**src/hdl/spd_consts.vh**
```
// Constants for the strobe phase shift delay loop block
// Function
// - io cell registers convert full-rate and half-rate data, write and read
// - Rate conversion registers can be bypassed for a full-rate controller
// - Incoming read strobes get a phase shift before data capture; the code caps the shift to zero cycles at this clock
// - Each strobe picks one of two loop output settings
// - All strobe pins load a new delay setting at the same instant
// - Delay setting is Gray coded, one bit changes per update
// - Lock within 1280 cycles in low-jitter mode, else 256
// - Below 100 MHz strobe shift is limited to 2.5 ns
// - At most four loops, one per corner, one frequency each
// - Each loop has two outputs with different phase offsets
// - Each loop reaches only the two sides next to its corner
// - Strobe groups choose either adjacent loop per group
// - One leveling chain per sub-bank, one leveling interface there
// - Loop reference selectable from PLL outputs or dedicated clock pins
// - Phase comparator up/down steps Gray counter of six-bit setting
// - Loop reset from fabric or pin; relock 1280 cycles after reset in low-jitter mode, else 256
// - Strobe shift from fixed phase set, 22.5 to 240 degrees; the code shifts by whole clock cycles, capped to zero here
`ifndef SPD_CONSTS_VH
`define SPD_CONSTS_VH
`define SPD_CLK_MHZ 40
`define SPD_CLK_PERIOD_PS 25000
`define SPD_SET_W 6
`define SPD_LOOPS 4
`define SPD_GROUPS 8
`define SPD_LOCK_LJ_CYC 1280
`define SPD_LOCK_FAST_CYC 256
`define SPD_LOCK_W 11
`define SPD_LOW_FREQ_MHZ 100
`define SPD_MAX_SHIFT_PS 2500
`define SPD_MAX_SHIFT_CYC ((`SPD_MAX_SHIFT_PS) / (`SPD_CLK_PERIOD_PS))
`define SPD_CHAIN_MAX 6'h10
`define SPD_SET_RST 6'h00
`define SPD_NUM_PHASES 15
`define SPD_DATA_W 8
`endif

```
**src/hdl/spd_corner_loop.v**
```verilog
// One corner delay loop with Gray coded setting, lock counter and two offset outputs
`timescale 1ns/10ps
`default_nettype none
`include "spd_consts.vh"
module spd_corner_loop (
	// Clock and reset
	input wire clk,
	input wire rst_n,
	input wire ce,
	input wire loop_rst,
	// Control
	input wire low_jitter,
	input wire [3:0] ref_sel,
	input wire [15:0] ref_in,
	input wire [5:0] offset_a,
	input wire [5:0] offset_b,
	// Status and settings
	output reg locked,
	output reg [5:0] gray_set,
	output reg [5:0] set_a,
	output reg [5:0] set_b,
	output reg update
);
	reg [5:0] bin_set;
	reg [10:0] lock_cnt;
	reg ref_q1;
	reg ref_q2;
	reg ref_q3;
	reg [4:0] chain_cnt;
	reg [4:0] period_cnt;
	wire [10:0] lock_lim;
	wire ref_bit;
	wire ref_edge;
	wire up;
	wire dn;
	wire [5:0] next_bin;
	wire [5:0] next_gray;
	wire [5:0] sum_a;
	wire [5:0] sum_b;

	assign ref_bit = ref_in[ref_sel];
	assign ref_edge = ref_q2 & ~ref_q3;
	assign lock_lim = low_jitter ? 11'd`SPD_LOCK_LJ_CYC : 11'd`SPD_LOCK_FAST_CYC;
	// Delay chain length follows the upper four setting bits, at most fifteen elements
	assign up = ref_edge && (period_cnt > chain_cnt) && (bin_set != 6'h3F);
	assign dn = ref_edge && (period_cnt < chain_cnt) && (bin_set != 6'h00);
	assign next_bin = up ? bin_set + 6'h01 : (dn ? bin_set - 6'h01 : bin_set);
	assign next_gray = next_bin ^ {1'b0, next_bin[5:1]};
	// Offset sums wrap modulo 64, so a tracker step stays a one-bit Gray step
	assign sum_a = next_bin + offset_a;
	assign sum_b = next_bin + offset_b;

	always @(posedge clk or negedge rst_n) begin
		if (!rst_n) begin
			ref_q1 <= 1'b0;
			ref_q2 <= 1'b0;
			ref_q3 <= 1'b0;
			bin_set <= `SPD_SET_RST;
			gray_set <= `SPD_SET_RST;
			lock_cnt <= 11'h000;
			locked <= 1'b0;
			chain_cnt <= 5'h00;
			period_cnt <= 5'h00;
			set_a <= 6'h00;
			set_b <= 6'h00;
			update <= 1'b0;
		end else if (ce) begin
			ref_q1 <= ref_bit;
			ref_q2 <= ref_q1;
			ref_q3 <= ref_q2;
			if (loop_rst) begin
				bin_set <= `SPD_SET_RST;
				gray_set <= `SPD_SET_RST;
				lock_cnt <= 11'h000;
				locked <= 1'b0;
				period_cnt <= 5'h00;
				update <= 1'b0;
			end else begin
				chain_cnt <= (bin_set[5:2] > 4'hF) ? 5'h10 : {1'b0, bin_set[5:2]};
				if (ref_edge)
					period_cnt <= 5'h00;
				else if (period_cnt != 5'h1F)
					period_cnt <= period_cnt + 5'h01;
				bin_set <= next_bin;
				gray_set <= next_gray;
				if (!locked) begin
					lock_cnt <= lock_cnt + 11'h001;
					if (lock_cnt + 11'h001 >= lock_lim)
						locked <= 1'b1;
				end
				// Offsets applied to the binary value, Gray recoded for the strobes
				set_a <= sum_a ^ {1'b0, sum_a[5:1]};
				set_b <= sum_b ^ {1'b0, sum_b[5:1]};
				update <= (next_gray != gray_set);
			end
		end
	end
endmodule // spd_corner_loop
`default_nettype wire

```
**src/hdl/spd_top.v**
```verilog
// Strobe phase shift top: four corner loops, strobe routing, rate conversion, Wishbone registers
//
// Local design decisions: the placing of the registers and the Wishbone slave port.
`timescale 1ns/10ps
`default_nettype none
`include "spd_consts.vh"
module spd_top (
	// Clock and reset
	input wire REF_CLK,
	input wire RST_N,
	input wire CE,
	// Wishbone slave
	input wire WB_CYC_I,
	input wire WB_STB_I,
	input wire WB_WE_I,
	input wire [7:0] WB_ADR_I,
	input wire [3:0] WB_SEL_I,
	input wire [31:0] WB_DAT_I,
	output reg [31:0] WB_DAT_O,
	output wire WB_ACK_O,
	// Loop reset pin and reference candidates
	input wire LOOP_RST_PIN,
	input wire [15:0] REF_SRC,
	// Strobe groups
	input wire [7:0] STROBE_IN,
	output reg [7:0] STROBE_SHIFTED,
	output reg [47:0] GROUP_SETTING,
	output reg GROUP_UPDATE,
	// Leveling chain per sub-bank
	output reg [47:0] LEVEL_SETTING,
	// Rate conversion, write direction
	input wire [15:0] CTRL_WR_DATA,
	output reg [7:0] IO_WR_DATA,
	// Rate conversion, read direction
	input wire [7:0] IO_RD_DATA,
	output reg [15:0] CTRL_RD_DATA,
	output reg RD_VALID
);
	localparam ADR_CTRL = 8'h00;
	localparam ADR_STAT = 8'h04;
	localparam ADR_SEL = 8'h08;
	localparam ADR_OFS = 8'h0C;
	localparam ADR_REFSEL = 8'h10;
	localparam ADR_PHASE = 8'h14;
	localparam ADR_LEVEL = 8'h18;
	localparam ADR_SET = 8'h1C;

	reg [31:0] ctrl;
	reg [31:0] grp_sel;
	reg [31:0] ofs;
	reg [15:0] ref_sel;
	reg [31:0] phase_sel;
	reg [15:0] lvl_sel;
	reg ack;
	reg pin_q1;
	reg pin_q2;
	reg [7:0] stb_q1;
	reg [7:0] stb_q2;
	reg [7:0] rd_q1;
	reg [7:0] rd_q2;
	reg half;
	reg [7:0] rd_lo;
	reg [7:0] stb_hist [0:7];
	wire [3:0] locked;
	wire [23:0] gray;
	wire [23:0] set_a;
	wire [23:0] set_b;
	wire [3:0] upd;
	wire bypass;
	wire wr;
	integer g;
	integer s;
	reg [23:0] shift_cyc;
	wire [31:0] max_shift;

	assign max_shift = `SPD_MAX_SHIFT_CYC;

	assign bypass = ctrl[8];
	assign wr = WB_CYC_I & WB_STB_I & WB_WE_I & ~ack;
	assign WB_ACK_O = ack;

	genvar k;
	generate
		for (k = 0; k < `SPD_LOOPS; k = k + 1) begin : g_loop
			spd_corner_loop u_loop (
				.clk(REF_CLK),
				.rst_n(RST_N),
				.ce(CE),
				.loop_rst(ctrl[k] | pin_q2),
				.low_jitter(ctrl[4 + k]),
				.ref_sel(ref_sel[4 * k +: 4]),
				.ref_in(REF_SRC),
				.offset_a(ofs[8 * k +: 6]),
				.offset_b(ofs[8 * k + 6 +: 2] == 2'b00 ? 6'h20 : {ofs[8 * k + 6 +: 2], 4'h0}),
				.locked(locked[k]),
				.gray_set(gray[6 * k +: 6]),
				.set_a(set_a[6 * k +: 6]),
				.set_b(set_b[6 * k +: 6]),
				.update(upd[k])
			);
		end
	endgenerate

	// Group g sits in side g/2; adjacent corners per side: left 0,1 bottom 1,2 right 2,3 top 3,0
	function [1:0] spd_corner;
		input [2:0] grp;
		input pick;
		reg [1:0] side;
		begin
			side = grp[2:1];
			spd_corner = pick ? side + 2'd1 : side;
		end
	endfunction

	// Wishbone slave, one wait-free cycle answer
	always @(posedge REF_CLK or negedge RST_N) begin
		if (!RST_N) begin
			ack <= 1'b0;
			WB_DAT_O <= 32'h00000000;
			ctrl <= 32'h000000F0;
			grp_sel <= 32'h00000000;
			ofs <= 32'h00000000;
			ref_sel <= 16'h0000;
			phase_sel <= 32'h00000000;
			lvl_sel <= 16'h0000;
		end else if (CE) begin
			ack <= WB_CYC_I & WB_STB_I & ~ack;
			if (ctrl[3:0] != 4'h0)
				ctrl[3:0] <= 4'h0;
			if (wr) begin
				case (WB_ADR_I)
					ADR_CTRL: begin
						if (WB_SEL_I[0])
							ctrl[7:0] <= WB_DAT_I[7:0];
						if (WB_SEL_I[1])
							ctrl[8] <= WB_DAT_I[8];
					end
					ADR_SEL: begin
						if (WB_SEL_I[0])
							grp_sel[7:0] <= WB_DAT_I[7:0];
						if (WB_SEL_I[1])
							grp_sel[15:8] <= WB_DAT_I[15:8];
					end
					ADR_OFS: begin
						if (WB_SEL_I[0])
							ofs[7:0] <= WB_DAT_I[7:0];
						if (WB_SEL_I[1])
							ofs[15:8] <= WB_DAT_I[15:8];
						if (WB_SEL_I[2])
							ofs[23:16] <= WB_DAT_I[23:16];
						if (WB_SEL_I[3])
							ofs[31:24] <= WB_DAT_I[31:24];
					end
					ADR_REFSEL: begin
						if (WB_SEL_I[0])
							ref_sel[7:0] <= WB_DAT_I[7:0];
						if (WB_SEL_I[1])
							ref_sel[15:8] <= WB_DAT_I[15:8];
					end
					ADR_PHASE: begin
						if (WB_SEL_I[0])
							phase_sel[7:0] <= WB_DAT_I[7:0];
						if (WB_SEL_I[1])
							phase_sel[15:8] <= WB_DAT_I[15:8];
						if (WB_SEL_I[2])
							phase_sel[23:16] <= WB_DAT_I[23:16];
						if (WB_SEL_I[3])
							phase_sel[31:24] <= WB_DAT_I[31:24];
					end
					ADR_LEVEL: begin
						if (WB_SEL_I[0])
							lvl_sel[7:0] <= WB_DAT_I[7:0];
						if (WB_SEL_I[1])
							lvl_sel[15:8] <= WB_DAT_I[15:8];
					end
					default: begin
					end
				endcase
			end
			case (WB_ADR_I)
				ADR_CTRL: WB_DAT_O <= {23'h000000, ctrl[8], ctrl[7:4], 4'h0};
				ADR_STAT: WB_DAT_O <= {28'h0000000, locked};
				ADR_SEL: WB_DAT_O <= {16'h0000, grp_sel[15:0]};
				ADR_OFS: WB_DAT_O <= ofs;
				ADR_REFSEL: WB_DAT_O <= {16'h0000, ref_sel};
				ADR_PHASE: WB_DAT_O <= phase_sel;
				ADR_LEVEL: WB_DAT_O <= {16'h0000, lvl_sel};
				ADR_SET: WB_DAT_O <= {8'h00, gray};
				default: WB_DAT_O <= 32'h00000000;
			endcase
		end
	end

	// Pin inputs pass two flops before use
	always @(posedge REF_CLK or negedge RST_N) begin
		if (!RST_N) begin
			pin_q1 <= 1'b0;
			pin_q2 <= 1'b0;
			stb_q1 <= 8'h00;
			stb_q2 <= 8'h00;
			rd_q1 <= 8'h00;
			rd_q2 <= 8'h00;
		end else if (CE) begin
			pin_q1 <= LOOP_RST_PIN;
			pin_q2 <= pin_q1;
			stb_q1 <= STROBE_IN;
			stb_q2 <= stb_q1;
			rd_q1 <= IO_RD_DATA;
			rd_q2 <= rd_q1;
		end
	end

	// Requested shift per group; at this clock one cycle already exceeds the 2.5 ns cap
	always @* begin
		shift_cyc = 24'h000000;
		for (s = 0; s < `SPD_GROUPS; s = s + 1) begin
			if ({29'h00000000, phase_sel[4 * s +: 3]} > max_shift)
				shift_cyc[3 * s +: 3] = max_shift[2:0];
			else
				shift_cyc[3 * s +: 3] = phase_sel[4 * s +: 3];
		end
	end

	// Settings distribution: one shared update pulse loads every group together
	always @(posedge REF_CLK or negedge RST_N) begin
		if (!RST_N) begin
			GROUP_SETTING <= 48'h000000000000;
			GROUP_UPDATE <= 1'b0;
			LEVEL_SETTING <= 48'h000000000000;
			STROBE_SHIFTED <= 8'h00;
			for (g = 0; g < `SPD_GROUPS; g = g + 1)
				stb_hist[g] <= 8'h00;
		end else if (CE) begin
			GROUP_UPDATE <= |upd;
			for (g = 0; g < `SPD_GROUPS; g = g + 1) begin
				// Choose loop by group, then output A or B of that loop
				if (grp_sel[2 * g + 1])
					GROUP_SETTING[6 * g +: 6] <= set_b[6 * spd_corner(g[2:0], grp_sel[2 * g]) +: 6];
				else
					GROUP_SETTING[6 * g +: 6] <= set_a[6 * spd_corner(g[2:0], grp_sel[2 * g]) +: 6];
				// Leveling chain: one per sub-bank, one interface
				LEVEL_SETTING[6 * g +: 6] <= lvl_sel[2 * g + 1] ?
					gray[6 * spd_corner(g[2:0], lvl_sel[2 * g]) +: 6] : 6'h00;
				stb_hist[g] <= {stb_hist[g][6:0], stb_q2[g]};
				STROBE_SHIFTED[g] <= (shift_cyc[3 * g +: 3] == 3'h0) ? stb_q2[g] :
					stb_hist[g][shift_cyc[3 * g +: 3] - 3'h1];
			end
		end
	end

	// Half-rate conversion; bypass passes low word straight through
	always @(posedge REF_CLK or negedge RST_N) begin
		if (!RST_N) begin
			half <= 1'b0;
			rd_lo <= 8'h00;
			IO_WR_DATA <= 8'h00;
			CTRL_RD_DATA <= 16'h0000;
			RD_VALID <= 1'b0;
		end else if (CE) begin
			if (bypass) begin
				half <= 1'b0;
				IO_WR_DATA <= CTRL_WR_DATA[7:0];
				CTRL_RD_DATA <= {8'h00, rd_q2};
				RD_VALID <= 1'b1;
			end else begin
				half <= ~half;
				IO_WR_DATA <= half ? CTRL_WR_DATA[15:8] : CTRL_WR_DATA[7:0];
				if (!half)
					rd_lo <= rd_q2;
				else
					CTRL_RD_DATA <= {rd_q2, rd_lo};
				RD_VALID <= half;
			end
		end
	end
endmodule // spd_top
`default_nettype wire

```
**config.mk**
```make
export PLATFORM = sky130hd
export DESIGN_NAME = spd_top
export DESIGN_NICKNAME = d
export VERILOG_FILES = /design/src/hdl/spd_corner_loop.v /design/src/hdl/spd_top.v
export VERILOG_INCLUDE_DIRS = /design/src /design/src/hdl
export SDC_FILE = /design/constraint.sdc
export NUM_CORES = 1
export LEC_CHECK = 0
export ABC_CLOCK_PERIOD_IN_PS = 9880
export BUFFER_PORTS_ARGS = -buffer_cell sky130_fd_sc_hd__buf_2
export CAP_MARGIN = 20
export CORE_AREA = 2 2 258 260
export CTS_BUF_LIST = sky130_fd_sc_hd__clkbuf_2
export DETAILED_ROUTE_END_ITERATION = 8
export DIE_AREA = 0 0 260 262
export GPL_TIMING_DRIVEN = 0
export PLACE_DENSITY_LB_ADDON = 0.08
export SYNTH_ARGS = -nofsm -noshare
export SYNTH_HDL_FRONTEND = slang
export SYNTH_SLANG_ARGS = --single-unit
export TNS_END_PERCENT = 30
```
**constraint.sdc**
```tcl
create_clock -name REF_CLK -period 9.88 [get_ports REF_CLK]
set_input_delay 1.976 -clock REF_CLK [delete_from_list [all_inputs] [get_ports REF_CLK]]
set_output_delay 1.976 -clock REF_CLK [all_outputs]
set_load 0.005 [all_outputs]
```
==> results.md, run 1 <==
- Routed wire length on met3: roughly 6.2 mm
- Pin slew with the least headroom to its limit: 1.11 ns
- Type of the tightest min-delay check: reg2reg
- Fin. Hold Viols: 0
- Worst endpoint data arrival time: approximately 5.5 ns
- Die outline area: about 68000 µm²
- Antenna Nets Post-Route: 0
- Average instance area after synthesis: 12.0 µm²
- Total number of vias: around 22000
- Critical path buffers and inverters: 3
- Post-placement cell area: 31900 µm²
- CP Cell Sequence: clkbuf_1 -> inv_2 -> nor2_1 -> and4_1 -> clkbuf_1 -> nand2_1 -> nor2_1 -> mux2_2
- Worst Path Class, Setup: in2reg
- P per Cell Area: 182 nW/µm²
- Clock Tree Root: sky130_fd_sc_hd__clkbuf_2
- Mapped Cells: ~2400
- Status: completed
- CTS tree: done
- Largest family of logic cells by synthesized area: multiplexers
- Final slew viol count: 0
- Area of the multi-input gates: approximately 14000 µm²
- H-tree Lvls: 4
- Number of I/O pins: approximately 260
- Clock sink count: between 500 and 600
- Adder-cell share of the synthesized area: ~3.7%
- Clock buffers created by TritonCTS: 160
- Number of buffers added on ports: 259
- Share of cells above drive strength 1: 30.2%
- Share of async-settable or async-resettable flops after synthesis: 100%
- Maximum VDD drop: between 0.1 and 0.15 mV
- Number of iterations in the first detailed-routing pass: 6
- Count of nets after finishing: about 3100
- Drt wl/cell: between 20 and 25 µm
- Largest stage delay on the critical path: about 0.79 ns
- Growth of design area from synthesis to finish: 14.6%
- Setup violations, final: 0
- Number of antenna violations at the first check in global routing: 4
- Number of synthesized register bits: 583
- Count of fill cells added during filler insertion: ~6000
- Period utilisation layout: a little over two fifths
- FF-to-FF path depth: 15
- DP Wirelength: between 60 and 70 mm
- Sort of element at the start of the critical path: input pin
- Placer Congestion: approximately 0.94
- Critical path fanouts, max: 10
- Routed length on met2: about 43 mm
- Core outline area: 65300 µm²
- Power Total: just over 6 mW
- Xor and xnor fraction of the mapped netlist area: ~4.6%
- Placed cells: around 3600
- Top FF cell, synth: sky130_fd_sc_hd__dfrtp_1
- Count of buffers added by post-CTS timing repair for setup: 0
- Sequential element share of the synthesized area: between 40% and 50%
- Required time reported for the critical path endpoint: between 10 and 15 ns
- Mean number of vias per cell: between 5 and 6
- Mapped cell area: roughly 29000 µm²
- Synthesized-area fraction occupied by ao, oa, aoi and oai cells: between 10% and 20%
- Pin count of the biggest net entering global routing: roughly 120
- Maximum clock rate: about 230 MHz
- Count of hold-fix buffers inserted at cts: 0
- Cell Count, Final, Fillers Out: slightly below 4000
- Final cell area excluding filler cells: 33500 µm²
- Clock Tree Buf Depth: 3
- Fraction of the core area covered by cells at the end of the flow: 51.3%
- DR iter-0 viols: about 1600
- Worst Hold Path Cells: 1
- Number of design rule violations left after detail routing: 0
- Worst hold slack after final layout: around 0.48 ns
- Post-layout min period: roughly 4.3 ns
- Setup crit end kind: flip-flop
- Pre-CTS setup slack: about 4.4 ns
- Resized Gates After CTS: 0
- Total Routing Usage GR: a little over a quarter
- DRT Wirelength: between 90 and 100 mm
- FF+latch area: roughly 15000 µm²
- Setup clock skew after layout: between 0.09 and 0.1 ns
- Cell family with most CP delay: simple AND/OR/NAND/NOR gates
- Routed length on met1: 39.9 mm
- Row Count: 94
- Horizontal die dimension: ~260 µm
- Worst slew margin: 26.1%
- Mux share of post-synthesis cell area: between 10% and 20%
- Initial core utilization: 44.8%
- Synth Area in Simple Gates: 7.91%
- Number of maximum-capacitance violations: 0
- Critical Path Stages: 8
- Setup repair after global routing missed its margin: no
- Sum Neg Setup Slack: 0 ns
- Die height: approximately 260 µm
- Number of flops mapped to enable cells by yosys: 0
- Top routing layer in use: met5
- Yosys warnings: 0
- Clock Latency Late Sink: 1.33 ns
- Smallest setup slack after layout: 5.61 ns
- GRT Residual Overflow: 0
- Number of different library cells in the post-synthesis netlist: 82
- Clock input transition at the sequential cells of the worst setup and hold paths: ~0.090 ns
- Via count of the first global-routing pass: between 20000 and 25000
- Leak pwr: between 15 and 20 nW
- Global-route wire length before repair: 138 mm
- Crit path max-delay cell type: sky130_fd_sc_hd__nor2_1
[flip-flops by register name, indices dropped and copies added, names as in the netlist, 16 cells and up]
name,flops
CTRL_RD_DATA,16
GROUP_SETTING,48
LEVEL_SETTING,48
WB_DAT_O,32
g_loop.u_loop.bin_set,24
g_loop.u_loop.chain_cnt,16
g_loop.u_loop.gray_set,20
g_loop.u_loop.lock_cnt,44
g_loop.u_loop.period_cnt,20
g_loop.u_loop.set_a,24
g_loop.u_loop.set_b,24
grp_sel,16
lvl_sel,16
ofs,32
phase_sel,32
ref_sel,16
stb_hist,64
[worst reg2reg max path: stages, from the launching register on]
cell,delay [ns]
sky130_fd_sc_hd__dfrtp_1,0.39
sky130_fd_sc_hd__and2b_1,0.63
sky130_fd_sc_hd__o21ai_1,0.28
sky130_fd_sc_hd__a311o_1,0.47
sky130_fd_sc_hd__mux2i_1,0.25
sky130_fd_sc_hd__o221ai_2,0.26
sky130_fd_sc_hd__inv_1,0.17
sky130_fd_sc_hd__ha_1,0.24
sky130_fd_sc_hd__a21o_1,0.18
sky130_fd_sc_hd__a21oi_1,0.21
sky130_fd_sc_hd__o21bai_1,0.09
sky130_fd_sc_hd__a21oi_1,0.18
sky130_fd_sc_hd__xnor2_1,0.11
sky130_fd_sc_hd__xnor2_1,0.28
sky130_fd_sc_hd__xor2_1,0.19
sky130_fd_sc_hd__o21ai_1,0.07
[final timing paths]
check / from / endpoint / slack [ns]
worst min-delay path: WB_DAT_O[4] / WB_DAT_O[4] / 0.48
worst max-delay path: CE / phase_sel[0] / 5.61
worst min register to register: WB_DAT_O[4] / WB_DAT_O[4] / 0.48
max in group asynchronous: RST_N / g_loop[0].u_loop.bin_set[5] / 7.83
worst max register to register: g_loop[2].u_loop.ref_q3 / g_loop[2].u_loop.set_a[4] / 5.80
min in group asynchronous: RST_N / g_loop[2].u_loop.ref_q1 / 0.54
[power breakdown]
part           internal, mW  switching (mW)
Clock                 0.822            1.07
Combinational         0.564           0.660
Sequential             2.69           0.293
[metal layers]
| layer | global-route usage (%) | up-vias |
|---|---|---|
| met5 | 0 | - |
| met3 | 6.33 | 144 |
| met1 | 36.7 | 11300 |
| met4 | 8.49 | 4 |
| li1 | - | 9953 |
| met2 | 42.6 | 789 |
[Yosys cell counts (5+ instances only)]
cell / instances / area (µm²)
sky130_fd_sc_hd__mux4_2: 77 / 1730
sky130_fd_sc_hd__o21ai_1: 31 / 155
sky130_fd_sc_hd__o22ai_1: 17 / 106
sky130_fd_sc_hd__mux2_2: 280 / 3150
sky130_fd_sc_hd__nor2_1: 118 / 443
sky130_fd_sc_hd__a31oi_1: 31 / 194
sky130_fd_sc_hd__o21bai_1: 5 / 37.5
sky130_fd_sc_hd__nand2b_1: 12 / 75.1
sky130_fd_sc_hd__nor4_1: 9 / 56.3
sky130_fd_sc_hd__and3_1: 28 / 175
sky130_fd_sc_hd__buf_1: 24 / 90.1
sky130_fd_sc_hd__o2bb2ai_1: 90 / 788
sky130_fd_sc_hd__a21o_1: 17 / 128
sky130_fd_sc_hd__o21ai_0: 95 / 475
sky130_fd_sc_hd__nand4_1: 18 / 113
sky130_fd_sc_hd__nor3_1: 25 / 125
sky130_fd_sc_hd__nand3_1: 34 / 170
sky130_fd_sc_hd__nor2b_1: 21 / 131
sky130_fd_sc_hd__nand2_1: 177 / 664
sky130_fd_sc_hd__a22oi_1: 45 / 338
sky130_fd_sc_hd__a21oi_1: 62 / 310
sky130_fd_sc_hd__ha_1: 80 / 1000
sky130_fd_sc_hd__inv_1: 70 / 263
sky130_fd_sc_hd__o31ai_1: 8 / 60.1
sky130_fd_sc_hd__and4_1: 6 / 52.6
sky130_fd_sc_hd__mux2i_1: 72 / 721
sky130_fd_sc_hd__buf_2: 5 / 25.0
sky130_fd_sc_hd__xnor2_1: 101 / 885
sky130_fd_sc_hd__clkbuf_1: 124 / 465
sky130_fd_sc_hd__a222oi_1: 12 / 120
sky130_fd_sc_hd__xor2_1: 42 / 368
sky130_fd_sc_hd__a22o_1: 38 / 333
sky130_fd_sc_hd__dfrtp_1: 579 / 14500
sky130_fd_sc_hd__a221oi_1: 8 / 70.1
[layout make-up]
cell class,instances,area share (%)
multi-input cells,1664,41.4
diodes,4,0.0299
clock buffers,232,3.46
repair buffers,268,4.38
inverters,73,0.818
clock inverters,59,1.33
flip-flops and latches,583,43.5
well taps,864,3.23
plain buffers,154,1.77
[cell families (layout without fill, tap and decap cells)]
logic type	Yosys count	count (layout)
adder cells (fa/ha/maj)	84	84
other	1	36
AND/OR/NAND/NOR	482	482
AO/OA/AOI/OAI	490	490
multiplexers	429	429
flip-flops	583	583
buffers and inverters	227	786
XOR/XNOR	147	147
[placed cells by master, fill, tap and decap left out, types with 18 or more instances in the layout]
cell type / count
sky130_fd_sc_hd__nor2_1: 118
sky130_fd_sc_hd__nor3_1: 25
sky130_fd_sc_hd__conb_1: 32
sky130_fd_sc_hd__xor2_1: 42
sky130_fd_sc_hd__a22o_1: 38
sky130_fd_sc_hd__clkinv_1: 33
sky130_fd_sc_hd__buf_1: 24
sky130_fd_sc_hd__a31oi_1: 31
sky130_fd_sc_hd__o2bb2ai_1: 90
sky130_fd_sc_hd__ha_1: 80
sky130_fd_sc_hd__nand3_1: 34
sky130_fd_sc_hd__nand2_1: 177
sky130_fd_sc_hd__nor2b_1: 21
sky130_fd_sc_hd__mux2_2: 280
sky130_fd_sc_hd__nand4_1: 18
sky130_fd_sc_hd__clkbuf_2: 235
sky130_fd_sc_hd__buf_2: 263
sky130_fd_sc_hd__and3_1: 28
sky130_fd_sc_hd__a21oi_1: 62
sky130_fd_sc_hd__clkbuf_1: 124
sky130_fd_sc_hd__xnor2_1: 101
sky130_fd_sc_hd__o21ai_1: 31
sky130_fd_sc_hd__a22oi_1: 45
sky130_fd_sc_hd__dfrtp_1: 579
sky130_fd_sc_hd__mux2i_1: 72
sky130_fd_sc_hd__mux4_2: 77
sky130_fd_sc_hd__o21ai_0: 95
sky130_fd_sc_hd__inv_1: 70
Power figures use the tool's default switching activity.
==> run 2: changes to the inputs <==
Settings changed: ABC_CLOCK_PERIOD_IN_PS 9880 to 4400.
Clock period 9.88 ns to 4.4 ns, I/O delays scaled along.
==> run 2 against run 1 <==
  * Core utilization is 1.1 points higher
  * Via count is 1.2% higher
  * Critical path type is now reg2reg
  * Sequential share of layout area is 0.92 points lower
  * Total power is 130% higher
  * First-iteration DRC count is 3.5% lower
==> results.md, run 2 (synthesis results as in run 1) <==
- Number of iterations in the first detailed-routing pass: 6 (unchanged)
- Worst reg2reg endpoint: g_loop[2].u_loop.set_a[4]
- P per Cell Area: 402 nW/µm² (+120%)
- Via count of the first global-routing pass: 23100 (+1.6%)
- CTS tree: done
- Worst endpoint data arrival time: 5.26 ns (-0.19 ns)
- Initial core utilization: 44.8% (unchanged)
- Register-to-register setup slack: 0.33 ns (-5.47 ns)
- Final slew viol count: 0 (unchanged)
- Routed wire length on met3: 6.42 mm (+4.0%)
- Setup crit end kind: flip-flop
- Maximum clock rate: approximately 250 MHz
- Status: completed
- FF-to-FF path depth: 15 (unchanged)
- Setup violations, final: 0 (unchanged)
- Pre-CTS setup slack: -0.0160 ns (-4.38 ns)
- H-tree Lvls: 4 (unchanged)
- Final cell area excluding filler cells: 34200 µm² (+2.2%)
- Row Count: 94 (unchanged)
- Drt wl/cell: 23.0 µm (-1.1%)
- Pin slew with the least headroom to its limit: 1.06 ns (-0.0490 ns)
- Worst Path Class, Setup: reg2reg
- DP Wirelength: 68.0 mm (unchanged)
- Maximum VDD drop: 0.259 mV (+120%)
- Worst hold slack after final layout: 0.173 ns (-0.306 ns)
- Critical path fanouts, max: 8 (-2)
- Post-placement cell area: 31900 µm² (unchanged)
- Clock Tree Root: sky130_fd_sc_hd__clkbuf_2
- Clock buffers created by TritonCTS: 160 (unchanged)
- Setup clock skew after layout: 0.0941 ns (+0.00345 ns)
- Die height: 262 µm (unchanged)
- Setup repair after global routing missed its margin: no
- Total Routing Usage GR: 27.1% (+0.21 points)
- Flip-flop count of the largest register after layout: 64 (unchanged)
- Area of the multi-input gates: 13900 µm² (unchanged)
- FF+latch area: 14600 µm² (unchanged)
- Clock sink count: 583 (unchanged)
- Type of the tightest min-delay check: in2async
- Post-layout min period: 4.07 ns
- Sort of element at the start of the critical path: flip-flop
- DRT Wirelength: 91.5 mm (+0.77%)
- Routed length on met1: 39.8 mm (-0.22%)
- Global-route wire length before repair: 139 mm (+0.87%)
- Required time reported for the critical path endpoint: 5.59 ns (-5.48 ns)
- Worst flop-to-flop path startpoint: g_loop[2].u_loop.ref_q3
- Number of I/O pins: 262 (unchanged)
- Number of maximum-capacitance violations: 0 (unchanged)
- Clock input transition at the sequential cells of the worst setup and hold paths: 0.13 ns (+0.04 ns)
- Register ranked first by flip-flop count: stb_hist
- Commonest non-fill, non-tap cell in the layout: sky130_fd_sc_hd__dfrtp_1
- Smallest setup slack after layout: 0.332 ns (-5.28 ns)
- Leak pwr: 15.9 nW (+1.9%)
- Pin count of the biggest net entering global routing: 122 (unchanged)
- Number of antenna violations at the first check in global routing: 4 (unchanged)
- Fin. Hold Viols: 0 (unchanged)
- Placer Congestion: 0.938 (unchanged)
- Top routing layer in use: met5
- Antenna Nets Post-Route: 0 (unchanged)
- Mean number of vias per cell: 5.65 (-0.65%)
- DR iter-0 viols: 1567 (-3.5%)
- Horizontal die dimension: 260 µm (unchanged)
- Count of nets after finishing: 3158 (+2.3%)
- Period utilisation layout: between 90% and 100%
- GRT Residual Overflow: 0 (unchanged)
- Number of buffers added on ports: 259 (unchanged)
- Commonest cells after routing, fill and taps aside: 579 x sky130_fd_sc_hd__dfrtp_1, 280 x sky130_fd_sc_hd__mux2_2, 263 x sky130_fd_sc_hd__buf_2, 235 x sky130_fd_sc_hd__clkbuf_2, 177 x sky130_fd_sc_hd__nand2_1
- Largest registers in the final layout: stb_hist: 64 flops, GROUP_SETTING: 48 flops, LEVEL_SETTING: 48 flops
- Total number of vias: 22500 (+1.2%)
- Clock Tree Buf Depth: 3 (unchanged)
- Number of design rule violations left after detail routing: 0 (unchanged)
- Worst slew margin: 29.1% (+3.0 points)
- Share of cells above drive strength 1: 29.5% (-0.66 points)
- Die outline area: 68100 µm² (unchanged)
- Routed length on met2: 42.9 mm (+0.78%)
- Clock Latency Late Sink: 1.33 ns (about the same)
- Count of fill cells added during filler insertion: 5915 (-0.95%)
- Growth of design area from synthesis to finish: 17.1%
- Core outline area: 65300 µm² (unchanged)
run 2: cell types whose count changed in the layout (fill, tap and decap cells not counted), sizes merged:
cell	change
dlygate4sd3	+70
buf	+1
diode	+1
run 2: area by class of cell:
class	instances	area share (%)
sequential	583	42.6
multi-input combinational	1664	40.6
timing repair buffer	339	6.39
clock buffer	232	3.39
tap	864	3.16
buffer	154	1.73
clock inverter	59	1.30
inverter	73	0.800
antenna	5	0.0365
run 2: stage by stage:
step | TNS, ns | util (%) | power (mW) | instances
final | 0 | 52.4 | 13.8 | 3973
after detailed placement | -0.138 | 48.8 | 9.53 | 3602
after floorplan | 0 | - | 8.30 | 2474
after global placement | -5609.13 | 48.6 | 9.42 | 3597
after CTS | 0 | 52.4 | 13.9 | 3964
after global routing | 0 | 52.4 | 14.6 | 3972
run 2: power by group:
| group | internal [mW] | switching, mW |
|---|---|---|
| logic | 1.32 | 1.50 |
| clock network | 1.85 | 2.41 |
| registers | 6.03 | 0.661 |
run 2: metal layers:
metal | up-vias | global-route usage, %
met4 | 4 | 8.72
met3 | 153 | 6.42
met5 | - | 0
li1 | 10100 | -
met1 | 11400 | 36.8
met2 | 815 | 43.1
run 2: worst max-delay path: stages, from the launching register on:
cell and delay, ns:
sky130_fd_sc_hd__dfrtp_1 0.39, sky130_fd_sc_hd__and2b_1 0.62, sky130_fd_sc_hd__o21ai_1 0.25, sky130_fd_sc_hd__a311o_1 0.47
sky130_fd_sc_hd__mux2i_1 0.24, sky130_fd_sc_hd__o221ai_2 0.26, sky130_fd_sc_hd__inv_1 0.17, sky130_fd_sc_hd__ha_1 0.24
sky130_fd_sc_hd__a21o_1 0.18, sky130_fd_sc_hd__a21oi_1 0.21, sky130_fd_sc_hd__o21bai_1 0.09, sky130_fd_sc_hd__a21oi_1 0.18
sky130_fd_sc_hd__xnor2_1 0.11, sky130_fd_sc_hd__xnor2_1 0.27, sky130_fd_sc_hd__xor2_1 0.18, sky130_fd_sc_hd__o21ai_1 0.07
run 2: worst max path at each step:
stage / cells past startpoint / from / slack [ns] / endpoint
final: 15 / g_loop[2].u_loop.ref_q3 / 0.33 / g_loop[2].u_loop.set_a[4]
after global routing: 13 / g_loop[0].u_loop.ref_q2 / 0.05 / g_loop[0].u_loop.set_a[4]
after global placement: 1 / RST_N / -9.70 / stb_hist[0]
after detailed placement: 8 / CE / -0.02 / lvl_sel[2]
after CTS: 13 / g_loop[0].u_loop.ref_q2 / 0.32 / g_loop[0].u_loop.set_a[4]
after floorplan: 17 / g_loop[2].u_loop.period_cnt[3] / 0.88 / g_loop[2].u_loop.set_a[4]
run 2: repair_timing:
action	in CTS	in global routing
endpoints found under the hold margin	609	0
hold buffers	71	0
gates resized for setup	0	0
buffers inserted	0	0
